[config.mk]
export PLATFORM = sky130hd
export DESIGN_NAME = freq_counter_ctrl
export DESIGN_NICKNAME = d
export VERILOG_FILES = /design/src/fq_pkg.sv /design/src/tb_if.sv /design/src/timebase.sv /design/src/freq_counter_ctrl.sv
export SDC_FILE = /design/constraint.sdc
export NUM_CORES = 1
export LEC_CHECK = 0
export BUFFER_PORTS_ARGS = -buffer_cell sky130_fd_sc_hd__buf_2
export CORE_ASPECT_RATIO = 0.9
export CORE_MARGIN = 3
export CORE_UTILIZATION = 50
export DETAILED_ROUTE_END_ITERATION = 8
export PLACE_DENSITY = 0.73
export SLEW_MARGIN = 20
export SYNTH_ARGS = -nofsm -noshare
export SYNTH_HDL_FRONTEND = slang
export SYNTH_SLANG_ARGS = --single-unit
[constraint.sdc]
create_clock -name pclk -period 9.55 [get_ports pclk]
set_input_delay 0.4775 -clock pclk [delete_from_list [all_inputs] [get_ports pclk]]
set_output_delay 0.4775 -clock pclk [all_outputs]
set_load 0.01 [all_outputs]
[src/fq_pkg.sv]
package fq_pkg;
  // System clock period and the derived cycles per microsecond.
  localparam int CLK_PERIOD_NS = 8;
  localparam int US_NS         = 1000;
  localparam int US_CYCLES     = (US_NS + CLK_PERIOD_NS - 1) / CLK_PERIOD_NS;

  // 10 MHz synthesis: add TEN_STEP per clock, toggle on passing TEN_MOD.
  localparam logic [5:0] TEN_STEP = 6'h04;
  localparam logic [5:0] TEN_MOD  = 6'h19;

  // The 50 kHz phase reference toggles every REF50_HALF_US microseconds.
  localparam logic [3:0] REF50_HALF_US = 4'ha;

  // Register byte addresses.
  localparam logic [7:0] ADDR_CTRL   = 8'h00;
  localparam logic [7:0] ADDR_STATUS = 8'h04;
  localparam logic [7:0] ADDR_CNT_A  = 8'h08;
  localparam logic [7:0] ADDR_CNT_B  = 8'h0c;
  localparam logic [7:0] ADDR_SYNTH  = 8'h10;
  localparam logic [7:0] ADDR_DELAY  = 8'h14;

  // Control register fields.
  localparam int CTRL_GO     = 0;
  localparam int CTRL_PRS    = 1;
  localparam int CTRL_SWEEP  = 2;
  localparam int CTRL_LONG   = 3;
  localparam int CTRL_GSEL   = 4;
  localparam int CTRL_DIRECT = 7;

  // Status register fields.
  localparam int ST_BUSY   = 0;
  localparam int ST_DONE   = 1;
  localparam int ST_WIDE   = 2;
  localparam int ST_NARROW = 3;
  localparam int ST_HIT    = 4;
  localparam int ST_SEARCH = 5;

  // Divider bounds: 300 MHz and 350 MHz over 50 kHz, 100 kHz steps.
  localparam logic [12:0] N_MIN  = 13'h1770;
  localparam logic [12:0] N_MAX  = 13'h1b58;
  localparam logic [12:0] N_STEP = 13'h0002;

  // Gate select reaches 1 s at code six.
  localparam logic [2:0] GSEL_MAX = 3'h6;

  // Sequence lengths and sweep step time in microseconds; sweep length in milliseconds.
  localparam int PRS_SHORT_US_DEF = 360400;
  localparam int PRS_LONG_US_DEF  = 2096000;
  localparam int SWEEP_MS         = 90;
  localparam int SWEEP_STEPS      = (N_MAX - N_MIN) / N_STEP;
  localparam int SWEEP_STEP_US_DEF = SWEEP_MS * 1000 / SWEEP_STEPS;

  // Reset values.
  localparam logic [21:0] DELAY_RST = 22'h00_0000;
  localparam logic [15:0] LFSR_SEED = 16'hace1;

  // Measurement sequencer states.
  typedef enum logic [2:0] {
    S_IDLE, S_GATE, S_PRS, S_DELAY, S_SWEEP
  } meas_state_t;
endpackage

[src/tb_if.sv]
`timescale 1ns/10ps
// Time-base clocks and the microsecond tick shared with the sequencer.
interface tb_if;
  logic tick_us;  // One-cycle pulse each microsecond.
  logic clk10;    // 10 MHz logic clock.
  logic clk1m;    // 1 MHz logic clock.
  logic clk500k;  // 500 kHz logic clock.
  logic ref50k;   // 50 kHz phase reference.
  modport src (output tick_us, clk10, clk1m, clk500k, ref50k);
  modport dst (input tick_us, clk10, clk1m, clk500k, ref50k);
endinterface

[src/timebase.sv]
`timescale 1ns/10ps
module timebase #(
  parameter int unsigned US_CYCLES = fq_pkg::US_CYCLES
) (
  input wire logic pclk,     // System clock.
  input wire logic presetn,  // Asynchronous reset, active low.
  input wire logic clk_en,   // Freezes all state while low.
  tb_if.src        tb        // Derived clocks and tick.
);
  logic [15:0] div_cnt;       // Cycle count within a microsecond.
  logic [15:0] next_div_cnt;
  logic [5:0]  acc10;         // Fractional accumulator for 10 MHz.
  logic [5:0]  next_acc10;
  logic [5:0]  sum10;         // Accumulator after this clock's step.
  logic [3:0]  ref_cnt;       // Microseconds within a 50 kHz half period.
  logic [3:0]  next_ref_cnt;
  logic        next_tick;
  logic        next_c10;
  logic        next_c1m;
  logic        next_c500;
  logic        next_ref;

  // Next values; 125 MHz is no integer multiple of 10 MHz, so the
  // 10 MHz edges jitter by one clock while the mean rate is exact.
  always_comb
  begin
    next_tick    = (div_cnt == 16'(US_CYCLES - 1));
    next_div_cnt = next_tick ? 16'h0000 : div_cnt + 16'h0001;
    next_c1m     = (div_cnt < 16'(US_CYCLES / 2));
    next_c500    = next_tick ? ~tb.clk500k : tb.clk500k;
    sum10        = acc10 + fq_pkg::TEN_STEP;
    next_acc10   = sum10;
    next_c10     = tb.clk10;
    if (sum10 >= fq_pkg::TEN_MOD)
    begin
      next_acc10 = sum10 - fq_pkg::TEN_MOD;
      next_c10   = ~tb.clk10;
    end
    next_ref_cnt = ref_cnt;
    next_ref     = tb.ref50k;
    if (next_tick)
    begin
      if (ref_cnt == fq_pkg::REF50_HALF_US - 4'h1)
      begin
        next_ref_cnt = 4'h0;
        next_ref     = ~tb.ref50k;
      end
      else
      begin
        next_ref_cnt = ref_cnt + 4'h1;
      end
    end
  end

  // Registers only.
  always_ff @(posedge pclk or negedge presetn)
  begin
    if (!presetn)
    begin
      div_cnt    <= 16'h0000;
      acc10      <= 6'h00;
      ref_cnt    <= 4'h0;
      tb.tick_us <= 1'b0;
      tb.clk10   <= 1'b0;
      tb.clk1m   <= 1'b0;
      tb.clk500k <= 1'b0;
      tb.ref50k  <= 1'b0;
    end
    else if (clk_en)
    begin
      div_cnt    <= next_div_cnt;
      acc10      <= next_acc10;
      ref_cnt    <= next_ref_cnt;
      tb.tick_us <= next_tick;
      tb.clk10   <= next_c10;
      tb.clk1m   <= next_c1m;
      tb.clk500k <= next_c500;
      tb.ref50k  <= next_ref;
    end
  end
endmodule // timebase

[src/freq_counter_ctrl.sv]
`timescale 1ns/10ps
// Function
// - Gate length follows resolution, opens only when enabled.
// - Counter A accumulates input counts only while gated or on sequence chips that select A.
// - Pollable end-of-delay flag; software restarts measurement with a new GO write.
// - Direct path used below 500 MHz.
// - Divider N equals frequency over 50 kHz.
// - Local frequency 300 to 350 MHz, 100 kHz steps.
// - Search steps downward from the current divider (350 MHz at reset) to 300 MHz, 90 ms.
// - Wide filter searching, narrow filter while counting.
// - Offset search enabled until 500 kHz detected.
// - Sweep halts when narrow IF flag true.
// - Wide IF flag latched over harmonic determination.
// - Gate times from 1 us to 1 s, decades.
// - Sequence length 360.4 ms or 2.096 s.
// - Logic clocks 10 MHz, 1 MHz, 500 kHz.
// - Counters A and B get equal time.
// - 1 Hz resolution uses a 1 s gate.
module freq_counter_ctrl #(
  parameter int unsigned PRS_SHORT_US  = fq_pkg::PRS_SHORT_US_DEF,
  parameter int unsigned PRS_LONG_US   = fq_pkg::PRS_LONG_US_DEF,
  parameter int unsigned SWEEP_STEP_US = fq_pkg::SWEEP_STEP_US_DEF,
  parameter int unsigned US_CYCLES     = fq_pkg::US_CYCLES
) (
  input  wire logic        pclk,        // System clock, 125 MHz.
  input  wire logic        presetn,     // Asynchronous reset, active low.
  input  wire logic        clk_en,      // Freezes all state while low.
  input  wire logic        psel,        // APB select.
  input  wire logic        penable,     // APB access phase.
  input  wire logic        pwrite,      // APB write direction.
  input  wire logic [7:0]  paddr,       // APB byte address.
  input  wire logic [31:0] pwdata,      // APB write data.
  output logic      [31:0] prdata,      // APB read data.
  output logic             pready,      // APB ready.
  output logic             pslverr,     // APB error, unmapped address.
  input  wire logic        count_in,    // Conditioned input count pin.
  input  wire logic        if_narrow,   // IF in 50-100 MHz range pin.
  input  wire logic        if_wide,     // IF in 25-125 MHz range pin.
  input  wire logic        diff_ok,     // 500 kHz difference detected pin.
  output logic             dir_gate,    // Direct-count main gate open.
  output logic             osc_sel,     // High selects offset osc/B.
  output logic             filter_wide, // High selects wide loop filter.
  output logic             offset_search_enable, // Offset search on.
  output logic             direct_path, // Direct-count path selected.
  output logic      [12:0] synth_n,     // Divide-by-N factor.
  output logic             clk_10m,     // 10 MHz logic clock.
  output logic             clk_1m,      // 1 MHz logic clock.
  output logic             clk_500k,    // 500 kHz logic clock.
  output logic             ref_50k      // 50 kHz phase reference.
);
  tb_if tbs ();  // Time-base signals from the divider block.

  // Time base derived from the system clock.
  // logic clocks generated
  timebase #(
    .US_CYCLES (US_CYCLES)
  ) u_timebase (
    .pclk    (pclk),
    .presetn (presetn),
    .clk_en  (clk_en),
    .tb      (tbs)
  );

  assign clk_10m  = tbs.clk10;
  assign clk_1m   = tbs.clk1m;
  assign clk_500k = tbs.clk500k;
  assign ref_50k  = tbs.ref50k;

  // Gate length in microseconds for a decade code; code six is one second.
  function automatic logic [21:0] decade_us(input logic [2:0] sel);
    logic [21:0] v;
    v = 22'h00_0001;
    for (int i = 0; i < 6; i++)
    begin
      if (3'(i) < sel)
      begin
        v = 22'(v * 22'h00_000a);
      end
    end
    return v;
  endfunction

  // Keep a requested divider inside range and on a 100 kHz step.
  function automatic logic [12:0] legal_n(input logic [12:0] v);
    logic [12:0] r;
    r = {v[12:1], 1'b0};
    if (r < fq_pkg::N_MIN)
    begin
      r = fq_pkg::N_MIN;
    end
    else if (r > fq_pkg::N_MAX)
    begin
      r = fq_pkg::N_MAX;
    end
    return r;
  endfunction

  // Pin synchronisers; stage one feeds stage two only.
  logic [3:0] pin_s1;     // First stage.
  logic [3:0] pin_s2;     // Second stage, safe to read.
  logic       count_prev; // Previous count level for edge detection.
  logic       count_edge; // One rising input edge.

  always_ff @(posedge pclk or negedge presetn)
  begin
    if (!presetn)
    begin
      pin_s1     <= 4'h0;
      pin_s2     <= 4'h0;
      count_prev <= 1'b0;
    end
    else if (clk_en)
    begin
      pin_s1     <= {diff_ok, if_wide, if_narrow, count_in};
      pin_s2     <= pin_s1;
      count_prev <= pin_s2[0];
    end
  end

  assign count_edge = pin_s2[0] & ~count_prev;

  // Register file state.
  logic [2:0]  gate_sel;   // Decade gate code.
  logic        long_prs;   // Long sequence selected.
  logic [21:0] delay_us;   // Sample-rate delay length.
  logic [31:0] cnt_a;      // Counter A.
  logic [31:0] cnt_b;      // Counter B.
  logic        done;       // End of sample-rate delay.
  logic        wide_lat;   // Latched wide-range IF flag.
  logic        sweep_hit;  // Sweep stopped on the narrow flag.
  logic [21:0] us_cnt;     // Microseconds into the current phase.
  logic [15:0] lfsr;       // Sequence generator.
  logic        half;       // Second half of a sequence bit.
  fq_pkg::meas_state_t state;

  // Access decode; a write takes effect at the completing edge.
  logic access;
  logic wr_ctrl;
  logic wr_synth;
  logic wr_delay;
  assign access   = psel & penable & pready;
  assign wr_ctrl  = access & pwrite & (paddr == fq_pkg::ADDR_CTRL);
  assign wr_synth = access & pwrite & (paddr == fq_pkg::ADDR_SYNTH);
  assign wr_delay = access & pwrite & (paddr == fq_pkg::ADDR_DELAY);

  // Next values of the bus answer.
  logic [31:0] next_prdata;
  logic        next_pready;
  logic        next_pslverr;
  logic        mapped;

  // One wait state: ready rises in the second access cycle, so the read
  // data is registered from a stable address.
  always_comb
  begin
    next_pready  = psel & penable & ~pready;
    next_prdata  = prdata;
    next_pslverr = 1'b0;
    mapped       = 1'b1;
    if (next_pready)
    begin
      next_prdata = 32'h0000_0000;
      case (paddr)
        fq_pkg::ADDR_CTRL:
        begin
          next_prdata[fq_pkg::CTRL_LONG] = long_prs;
          next_prdata[fq_pkg::CTRL_GSEL +: 3] = gate_sel;
          next_prdata[fq_pkg::CTRL_DIRECT] = direct_path;
        end
        fq_pkg::ADDR_STATUS:
        begin
          next_prdata[fq_pkg::ST_DONE] = done;
          next_prdata[fq_pkg::ST_BUSY] = (state != fq_pkg::S_IDLE);
          next_prdata[fq_pkg::ST_WIDE] = wide_lat;
          next_prdata[fq_pkg::ST_NARROW] = pin_s2[1];
          next_prdata[fq_pkg::ST_HIT] = sweep_hit;
          next_prdata[fq_pkg::ST_SEARCH] = offset_search_enable;
        end
        fq_pkg::ADDR_CNT_A: next_prdata = cnt_a;
        fq_pkg::ADDR_CNT_B: next_prdata = cnt_b;
        fq_pkg::ADDR_SYNTH: next_prdata = {19'h0_0000, synth_n};
        fq_pkg::ADDR_DELAY: next_prdata = {10'h000, delay_us};
        default:            mapped = 1'b0;
      endcase
      next_pslverr = ~mapped;
    end
  end

  always_ff @(posedge pclk or negedge presetn)
  begin
    if (!presetn)
    begin
      prdata  <= 32'h0000_0000;
      pready  <= 1'b0;
      pslverr <= 1'b0;
    end
    else if (clk_en)
    begin
      prdata  <= next_prdata;
      pready  <= next_pready;
      pslverr <= next_pslverr;
    end
  end

  // Next values of the measurement sequencer.
  fq_pkg::meas_state_t next_state;
  logic [2:0]  next_gate_sel;
  logic        next_long_prs;
  logic        next_direct;
  logic [21:0] next_delay_us;
  logic [31:0] next_cnt_a;
  logic [31:0] next_cnt_b;
  logic        next_done;
  logic        next_wide_lat;
  logic        next_sweep_hit;
  logic [21:0] next_us_cnt;
  logic [15:0] next_lfsr;
  logic        next_half;
  logic [12:0] next_synth_n;
  logic        sel_b;      // Current sequence chip selects counter B.
  logic [21:0] us_inc;     // Microsecond count after this tick.
  logic [21:0] prs_len;    // Selected sequence length.

  always_comb
  begin
    next_state     = state;
    next_gate_sel  = gate_sel;
    next_long_prs  = long_prs;
    next_direct    = direct_path;
    next_delay_us  = delay_us;
    next_cnt_a     = cnt_a;
    next_cnt_b     = cnt_b;
    next_done      = done;
    next_wide_lat  = wide_lat;
    next_sweep_hit = sweep_hit;
    next_us_cnt    = us_cnt;
    next_lfsr      = lfsr;
    next_half      = half;
    next_synth_n   = synth_n;
    us_inc         = us_cnt + 22'h00_0001;
    prs_len = long_prs ? 22'(PRS_LONG_US) : 22'(PRS_SHORT_US);
    sel_b = lfsr[0] ^ half;

    // Control fields are held steady while the sequencer is busy; the delay length stays writable.
    if (wr_ctrl && state == fq_pkg::S_IDLE)
    begin
      next_gate_sel = (pwdata[fq_pkg::CTRL_GSEL +: 3] > fq_pkg::GSEL_MAX)
                    ? fq_pkg::GSEL_MAX : pwdata[fq_pkg::CTRL_GSEL +: 3];
      next_long_prs = pwdata[fq_pkg::CTRL_LONG];
      next_direct   = pwdata[fq_pkg::CTRL_DIRECT];
    end
    if (wr_delay)
    begin
      next_delay_us = pwdata[21:0];
    end
    // The sweep owns the divider while it runs.
    if (wr_synth && state != fq_pkg::S_SWEEP)
    begin
      next_synth_n = legal_n(pwdata[12:0]);
    end

    case (state)
      fq_pkg::S_IDLE:
      begin
        // Commands are ignored unless the sequencer is idle.
        if (wr_ctrl && pwdata[fq_pkg::CTRL_SWEEP])
        begin
          next_state     = fq_pkg::S_SWEEP;
          next_us_cnt    = 22'h00_0000;
          next_sweep_hit = 1'b0;
        end
        else if (wr_ctrl && pwdata[fq_pkg::CTRL_GO])
        begin
          next_done   = 1'b0;
          next_cnt_a  = 32'h0000_0000;
          next_cnt_b  = 32'h0000_0000;
          next_us_cnt = 22'h00_0000;
          if (pwdata[fq_pkg::CTRL_PRS])
          begin
            next_state    = fq_pkg::S_PRS;
            next_lfsr     = fq_pkg::LFSR_SEED;
            next_half     = 1'b0;
            next_wide_lat = 1'b1;
          end
          else
          begin
            next_state = fq_pkg::S_GATE;
          end
        end
      end
      fq_pkg::S_GATE:
      begin
        if (count_edge)
        begin
          next_cnt_a = cnt_a + 32'h0000_0001;
        end
        if (tbs.tick_us)
        begin
          next_us_cnt = us_inc;
          if (us_inc >= decade_us(gate_sel))
          begin
            next_state  = fq_pkg::S_DELAY;
            next_us_cnt = 22'h00_0000;
          end
        end
      end
      fq_pkg::S_PRS:
      begin
        if (count_edge)
        begin
          if (sel_b)
          begin
            next_cnt_b = cnt_b + 32'h0000_0001;
          end
          else
          begin
            next_cnt_a = cnt_a + 32'h0000_0001;
          end
        end
        if (!pin_s2[2])
        begin
          next_wide_lat = 1'b0;
        end
        if (tbs.tick_us)
        begin
          next_half   = ~half;
          next_us_cnt = us_inc;
          if (half)
          begin
            next_lfsr = {lfsr[14:0], lfsr[15] ^ lfsr[13] ^ lfsr[12] ^ lfsr[10]};
          end
          if (us_inc >= prs_len)
          begin
            next_state  = fq_pkg::S_DELAY;
            next_us_cnt = 22'h00_0000;
          end
        end
      end
      fq_pkg::S_DELAY:
      begin
        if (delay_us == 22'h00_0000)
        begin
          next_state = fq_pkg::S_IDLE;
          next_done  = 1'b1;
        end
        else if (tbs.tick_us)
        begin
          next_us_cnt = us_inc;
          if (us_inc >= delay_us)
          begin
            next_state = fq_pkg::S_IDLE;
            next_done  = 1'b1;
          end
        end
      end
      fq_pkg::S_SWEEP:
      begin
        if (pin_s2[1])
        begin
          next_state     = fq_pkg::S_IDLE;
          next_sweep_hit = 1'b1;
        end
        else if (tbs.tick_us)
        begin
          next_us_cnt = us_inc;
          if (us_inc >= 22'(SWEEP_STEP_US))
          begin
            next_us_cnt = 22'h00_0000;
            if (synth_n > fq_pkg::N_MIN)
            begin
              next_synth_n = synth_n - fq_pkg::N_STEP;
            end
            else
            begin
              next_state = fq_pkg::S_IDLE;
            end
          end
        end
      end
      default:
      begin
        next_state = fq_pkg::S_IDLE;
      end
    endcase
  end

  // Sequencer registers and the pin-facing outputs; all but offset_search_enable are taken
  // from the next state so they change in the same edge as the state.
  always_ff @(posedge pclk or negedge presetn)
  begin
    if (!presetn)
    begin
      state       <= fq_pkg::S_IDLE;
      gate_sel    <= 3'h0;
      long_prs    <= 1'b0;
      direct_path <= 1'b0;
      delay_us    <= fq_pkg::DELAY_RST;
      cnt_a       <= 32'h0000_0000;
      cnt_b       <= 32'h0000_0000;
      done        <= 1'b0;
      wide_lat    <= 1'b0;
      sweep_hit   <= 1'b0;
      us_cnt      <= 22'h00_0000;
      lfsr        <= fq_pkg::LFSR_SEED;
      half        <= 1'b0;
      synth_n     <= fq_pkg::N_MAX;
      dir_gate    <= 1'b0;
      osc_sel     <= 1'b0;
      filter_wide <= 1'b1;
      offset_search_enable <= 1'b1;
    end
    else if (clk_en)
    begin
      state       <= next_state;
      gate_sel    <= next_gate_sel;
      long_prs    <= next_long_prs;
      direct_path <= next_direct;
      delay_us    <= next_delay_us;
      cnt_a       <= next_cnt_a;
      cnt_b       <= next_cnt_b;
      done        <= next_done;
      wide_lat    <= next_wide_lat;
      sweep_hit   <= next_sweep_hit;
      us_cnt      <= next_us_cnt;
      lfsr        <= next_lfsr;
      half        <= next_half;
      synth_n     <= next_synth_n;
      dir_gate    <= (next_state == fq_pkg::S_GATE);
      osc_sel     <= (next_state == fq_pkg::S_PRS) &
                     (next_lfsr[0] ^ next_half);
      filter_wide <= (next_state != fq_pkg::S_GATE) &&
                     (next_state != fq_pkg::S_PRS);
      offset_search_enable <= ~pin_s2[3];
    end
  end
endmodule // freq_counter_ctrl

# Word level (Yosys, flattened, before mapping)
# Index checks and enable logic that the tools add are counted.
[totals] in_bits=50 elab_cells=247 ff_bits=227
[op_classes] n_lt_le_gt_ge=16 addsub=8 bitwise_logic=22 eq_ne=36 multipliers=5 n_mux=99 reduce_logical=28
[ops] op="22-bit 2-to-1 mux" n=28
[ops] op="32-bit 2-to-1 mux" n=7
[ops] op="22-bit by 3-bit multiplier with 21-bit output (second input constant)" n=5
[ops] op="22-bit case mux with 5 select lines" n=1
[ops] op="13-bit 2-to-1 mux" n=8
[ops] op="16-bit 2-to-1 mux" n=6
[ops] op="24-bit case mux with 4 select lines" n=1
[ops] op="32-bit case mux with 3 select lines" n=1
[ops] op="32-bit by 1-bit adder with 32-bit output (second input constant)" n=2
[ops] op="32-bit case mux with 2 select lines" n=1
[ops] op="22-bit greater-or-equal comparator" n=2
[ops] op="3-bit 2-to-1 mux" n=14
[ops] op="16-bit case mux with 2 select lines" n=1
[ops] op="3-bit case mux with 5 select lines" n=2
[ops] op="13-bit greater-than comparator (second input constant)" n=2
[ops] op="22-bit by 1-bit adder with 22-bit output (second input constant)" n=1
[ops] op="22-bit by 21-bit greater-or-equal comparator with 1-bit output" n=1
[ops] op="22-bit by 8-bit greater-or-equal comparator with 1-bit output (second input constant)" n=1
[ops] op="22-bit zero test" n=1
[ops] op="2-bit inequality test (second input constant)" n=11
[ops] op="21-bit 2-to-1 mux" n=1
[ops] op="1-bit 2-to-1 mux" n=18
[ops] op="3-bit case mux with 6 select lines" n=1
[ops] op="6-bit AND reduction" n=3
[ops] op="44 further kinds" n=95

# Depth between registers and ports, before layout
[depth] ltp_word=30 ltp_mapped=43 mapped_depth_nobuf=41

# Cells and area by module
# Synthesis repeated with hierarchy kept, for this count alone.
[unflattened] cells_unflattened=1832 hier_area_um2=16109.2
[by_module_without_submodules] module="freq_counter_ctrl" instances=1 seq_area_each_um2=4926.0 area_each_um2=14483.9 cells_each=1670
[by_module_without_submodules] module="timebase" instances=1 seq_area_each_um2=775.7 area_each_um2=1625.3 cells_each=162

# Least setup slack after synthesis
# No wires, ideal clock.
[synth_path] path_type="register to register" from="register gate_sel[1]" to="register us_cnt[16]" setup_time_ps=137 period_less_slack_ps=7621 arrival_ps=7484 path_slack_ps=1929 path_stages_with_launch=40 path_buffers=1 path_cell_list="dfrtp_1 > nor2b_1 > and2_1 > inv_1 > nand2_1 > inv_1 > ha_1 > ha_1 > o311a_1 > a21oi_1 > xnor2_1 > and2_1 > ha_1 > ha_1 > a21oi_1 > o31ai_1 > a31oi_1 > xnor2_1 > [4 not listed] > a21oi_1 > nor2b_1 > o21ai_0 > nand2b_1 > a221o_1 > xor2_1 > nand3_1 > ha_1 > nand4_1 > nor2_1 > nand3_1 > or3_1 > a21oi_1 > o2bb2ai_1 > a21oi_1 > o221a_2 > buf_2 > a211oi_1"
[synth_via] elab_chain_len=28 word_cells_on_any_way=33 classes_between="5 x mul; 7 x order compare; 21 x mux"
[synth_lines] item="start: declaration" line="freq_counter_ctrl.sv:123" source="logic [2:0] gate_sel;"
[synth_lines] item="start signal: assignment" line="freq_counter_ctrl.sv:415" source="gate_sel <= next_gate_sel;"
[synth_lines] item="1-bit by 3-bit < comparator with 1-bit output" line="freq_counter_ctrl.sv:75" source="if (3'(i) < sel)"
[synth_lines] item="4-bit 2-to-1 mux" line="freq_counter_ctrl.sv:75"
[synth_lines] item="22-bit 2-to-1 mux" line="freq_counter_ctrl.sv:297" source="if (tbs.tick_us)"
[synth_lines] item="22-bit 2-to-1 mux" line="freq_counter_ctrl.sv:262" source="case (state)"
[synth_lines] item="22-bit by 3-bit multiplier with 21-bit output" line="freq_counter_ctrl.sv:77" source="v = 22'(v * 22'h00_000a);"
[synth_lines] item="22-bit 2-to-1 mux" line="freq_counter_ctrl.sv:75"
[synth_lines] item="22-bit 2-to-1 mux" line="freq_counter_ctrl.sv:297"
[synth_lines] item="22-bit 2-to-1 mux" line="freq_counter_ctrl.sv:262"
[synth_lines] item="[12 not listed]"
[synth_lines] item="22-bit by 3-bit multiplier with 21-bit output" line="freq_counter_ctrl.sv:77"
[synth_lines] item="22-bit 2-to-1 mux *" line="freq_counter_ctrl.sv:75"
[synth_lines] item="22-bit 2-to-1 mux *" line="freq_counter_ctrl.sv:297"
[synth_lines] item="22-bit 2-to-1 mux *" line="freq_counter_ctrl.sv:262"
[synth_lines] item="22-bit greater-or-equal comparator *" line="freq_counter_ctrl.sv:300" source="if (us_inc >= decade_us(gate_sel))"
[synth_lines] item="22-bit 2-to-1 mux *" line="freq_counter_ctrl.sv:300"
[synth_lines] item="22-bit 2-to-1 mux *" line="freq_counter_ctrl.sv:297"
[synth_lines] item="22-bit case mux with 5 select lines *" line="freq_counter_ctrl.sv:262"
[synth_lines] item="end signal: assignment" line="freq_counter_ctrl.sv:424" source="us_cnt <= next_us_cnt;"
[synth_lines] item="end: declaration" line="freq_counter_ctrl.sv:131" source="logic [21:0] us_cnt;"
# Mark *: on every way between the ends. The rest lies on a longest branch, timed or not. The select of a mux whose other input is x is not followed.
# A chain may end at the register's enable or synchronous reset.

# Worst setup path in the final report
[layout_path] from="register gate_sel[0]" to="register us_cnt[12]"
# The elaborated chain is that of the path after synthesis.

==> summary.md <==
| Metric | Value |
|---|---|
| Reg2Reg Capture Point | us_cnt[12] |
| Area share of the largest cell type after synthesis | 0.337 |
| Drt total wl | just over 40 mm |
| Main synth FF type | dfrtp_1 |
| Chip width | 192 um |
| Post-CTS Setup Bufs | 0 |
| Worst R2R Path Depth | 38 |
| Die outline height | between 150 and 200 um |
| Worst Path Required | between 9 and 10 ns |
| Synth Warn # | 0 |
| Post-synth ARST share | 1.00 |
| Slew HR | 0.253 |
| Via-per-instance ratio | 6.02 |
| Port Buffers | 95 |
| Vias in the first global route | approximately 13,000 |
| Die Footprint | ~33,000 um2 |
| Crit-path max cell delay | around 0.5 ns |
| Top cell by count, worst path | ha_1 |
| Fin. max-slew vios | 0 |
| TritonCTS Buffers | 25 |
| Final Util | 0.567 |
| Via Count | 13,589 |
| Largest cells by area after synthesis | dfrtp_1 34%, ha_1 10%, nand2_1 5.1%, o21ai_0 3.9%, a21oi_1 3.8% |
| Largest net degree at the start of global routing | approximately 110 |
| Sum Neg Setup Slack | 0 ns |
| Actual slew at the worst max-slew pin | around 1.1 ns |
| Sequential area share after synthesis | 0.366 |
| Overall Global Routing Usage | 0.243 |
| Final hold vios | 19 |
| Total of max-cap violations | 0 |
| Setup violations, final | 0 |
| Layout cells sized above 1 | 0.128 |
| P_leak | between 8 and 9 nW |
| Remaining antenna violation count after routing | 0 |
| H-tree depth | 1 |
| Hold crit path type | input pin to asynchronous set/reset pin |
| # DRC | 0 |
| Arrival @ worst endpoint | approximately 9 ns |
| Number of cell rows | 60 |
| Critical path's slowest cell | dfrtp_1 |
| Unique cell type count in the Yosys netlist | 90 |
| Max FO, Critical Path | 20 |
| Synthesis-to-finish area growth | 10.4% |
| Initial cell density of the core | 0.514 |
| Area leader, netlist | dfrtp_1 |
| NumNets Final | 2,016 |
| Synth Area per Inst | 8.75 um2 |
| Number of synthesized register bits | 227 |
| Clk slew on worst S/H paths | approximately 0.060 ns |
| IO Pins | about 110 |
| Outcome | finished with violations |
| Clk sink count | between 200 and 250 |
| RSZ-0062 raised after global routing | no |
| Critical path class | register to register |
| Reg-to-Reg Start | gate_sel[0] |
| Crit end category | register |
| Clock Tree Buf Depth | 3 |
| Number of flops mapped to enable cells by yosys | 0 |
| Routability congestion estimate | around 0.90 |
| Grt total ovfl | 0 |
| First-pass GRT wire length | 67.2 mm |
| Core Footprint | between 30,000 and 40,000 um2 |
| Clk_lat worst skew | around 0.55 ns |
| Worst setup SP type | register |
| CTS tree | yes |
| FF-to-FF setup slack | a little over 0.7 ns |
| Detailed Routing Iterations Pass 1 | 6 |
| Clock Tree Root | clkbuf_16 |
| Peak Freq | approximately 110 MHz |
| Wire length per cell | approximately 18 um |
| Skew final | 0.0144 ns |
| DP HPWL | 30.1 mm |
| Synthesized instance count | between 1,500 and 2,000 |
| N_diodes | 0 |
| Initial antenna violation count | 2 |
| DR iter-0 viols | roughly 1,200 |
| Peak VDD IR | ~0.19 mV |
| Final Critical Period | between 8 and 9 ns |
| Failing checks | hold timing |
| Mapped Area | between 15,000 and 20,000 um2 |
| PwrDens | approximately 160 nW/um2 |
| WHS | -0.0409 ns |
| Fillers | approximately 2,700 |
| Period Utilization, post-route | 0.926 |
[placed cells by master (no fill, tap or decap), types with 14 or more instances in the layout]
master / count
a21o_1: 20
a21oi_1: 119
a22o_1: 25
a31oi_1: 15
and2_1: 15
and3_1: 25
buf_2: 94
buf_4: 15
clkbuf_16: 25
dfrtp_1: 210
dfstp_2: 17
ha_1: 129
inv_1: 79
mux2_2: 41
mux2i_1: 22
nand2_1: 211
nand3_1: 67
nand4_1: 28
nor2_1: 146
nor2b_1: 14
nor3_1: 33
nor4_1: 24
o21ai_0: 122
o31ai_1: 19
or3_1: 17
xnor2_1: 58
xor2_1: 50
[routing by layer]
| metal | part of all wire | routed length [um] | track usage | vias to the layer above |
|---|---|---|---|---|
| met5 | 0.00073 | 30 | 0 | - |
| met1 | 0.45 | 18700 | 0.345 | 6601 |
| li1 | - | - | - | 6494 |
| met3 | 0.077 | 3180 | 0.0588 | 68 |
| met4 | 0.023 | 949 | 0.0595 | 4 |
| met2 | 0.45 | 18400 | 0.377 | 422 |
[cell usage after synthesis, drive strengths merged (14+ instances only)]
master    n
nand3    68
ha      129
nor2b    14
inv      81
dfstp    17
mux2i    22
nand4    28
or3      19
a31oi    15
xnor2    58
nor3     36
and3     25
nor4     27
o31ai    19
buf      16
a21o     20
o21ai   128
mux2     41
xor2     50
dfrtp   210
a21oi   119
a22o     25
clkbuf   72
nand2   211
and2     16
nor2    147
[worst max-delay path, delay by kind of cell (launching register included)]
kind / cells / cell delay, ns
xor+xnor: 4 / 0.69
simple gates: 13 / 1.97
flops: 1 / 0.50
fa+ha+maj: 6 / 1.73
buf+inv: 3 / 0.51
compound gates: 12 / 3.28
[worst max-delay path by stage]
stage | from | to | slack [ns]
4_1_cts | gate_sel[0] | us_cnt[12] | 0.70
5_1_grt | gate_sel[0] | us_cnt[9] | 0.12
3_3_place_gp | gate_sel[0] | us_cnt[9] | 0.93
3_5_place_dp | gate_sel[0] | us_cnt[12] | 0.75
6_report | gate_sel[0] | us_cnt[12] | 0.71
2_1_floorplan | gate_sel[1] | us_cnt[16] | 1.93
[repair_timing]
action	in CTS	in global routing
hold buffers	0	0
gates resized for setup	0	1
setup endpoints to repair	0	3
[per-stage QoR]
| stage | std cells | power (mW) | hold slack, ns | setup slack, ns | area [um2] |
|---|---|---|---|---|---|
| after floorplan | 1786 | 1.59 | 0.182 | 1.93 | 15600 |
| after CTS | 2257 | 2.77 | 0.0237 | 0.703 | 17200 |
| after global placement | 2211 | 1.74 | 0.392 | 0.931 | 16400 |
| after detailed placement | 2211 | 1.78 | 0.406 | 0.752 | 16400 |
| final | 2257 | 2.76 | -0.0409 | 0.711 | 17200 |
| after global routing | 2257 | 2.91 | 0.0357 | 0.119 | 17200 |
[layout make-up]
class | instances | area [um2] | share of cell area
clock buffers | 37 | 721 | 0.0419
clock inverters | 9 | 105 | 0.00611
flip-flops and latches | 227 | 5700 | 0.331
well taps | 403 | 504 | 0.0293
inverters | 82 | 308 | 0.0179
repair buffers | 110 | 598 | 0.0348
multi-input cells | 1389 | 9270 | 0.539
[registers in the layout, indices dropped and copies added (netlist names), 3 cells and up]
register            count
cnt_a                  32
cnt_b                  32
delay_us               22
gate_sel                3
lfsr                   16
pin_s1                  4
pin_s2                  4
prdata                 32
state                   3
synth_n                13
u_timebase.acc10        6
u_timebase.div_cnt     16
u_timebase.ref_cnt      4
us_cnt                 22
[cells by family (layout without fill, tap and decap cells)]
group,count (synthesis),count (layout),share of synthesized area
other,1,6,0.000241
XOR/XNOR,108,108,0.0607
adder cells (fa/ha/maj),131,131,0.106
AO/OA/AOI/OAI,432,432,0.177
AND/OR/NAND/NOR,648,648,0.203
multiplexers,64,64,0.0452
buffers and inverters,170,238,0.0416
flip-flops,227,227,0.366
[report_power, final]
part           internal [mW]  leakage [nW]  switching (mW)
logic                  0.265          4.64           0.350
clock network          0.578         0.405           0.408
registers               1.04          3.00           0.111
total                   1.89          8.05           0.869
No activity file was read; power rests on OpenSTA's default activity.
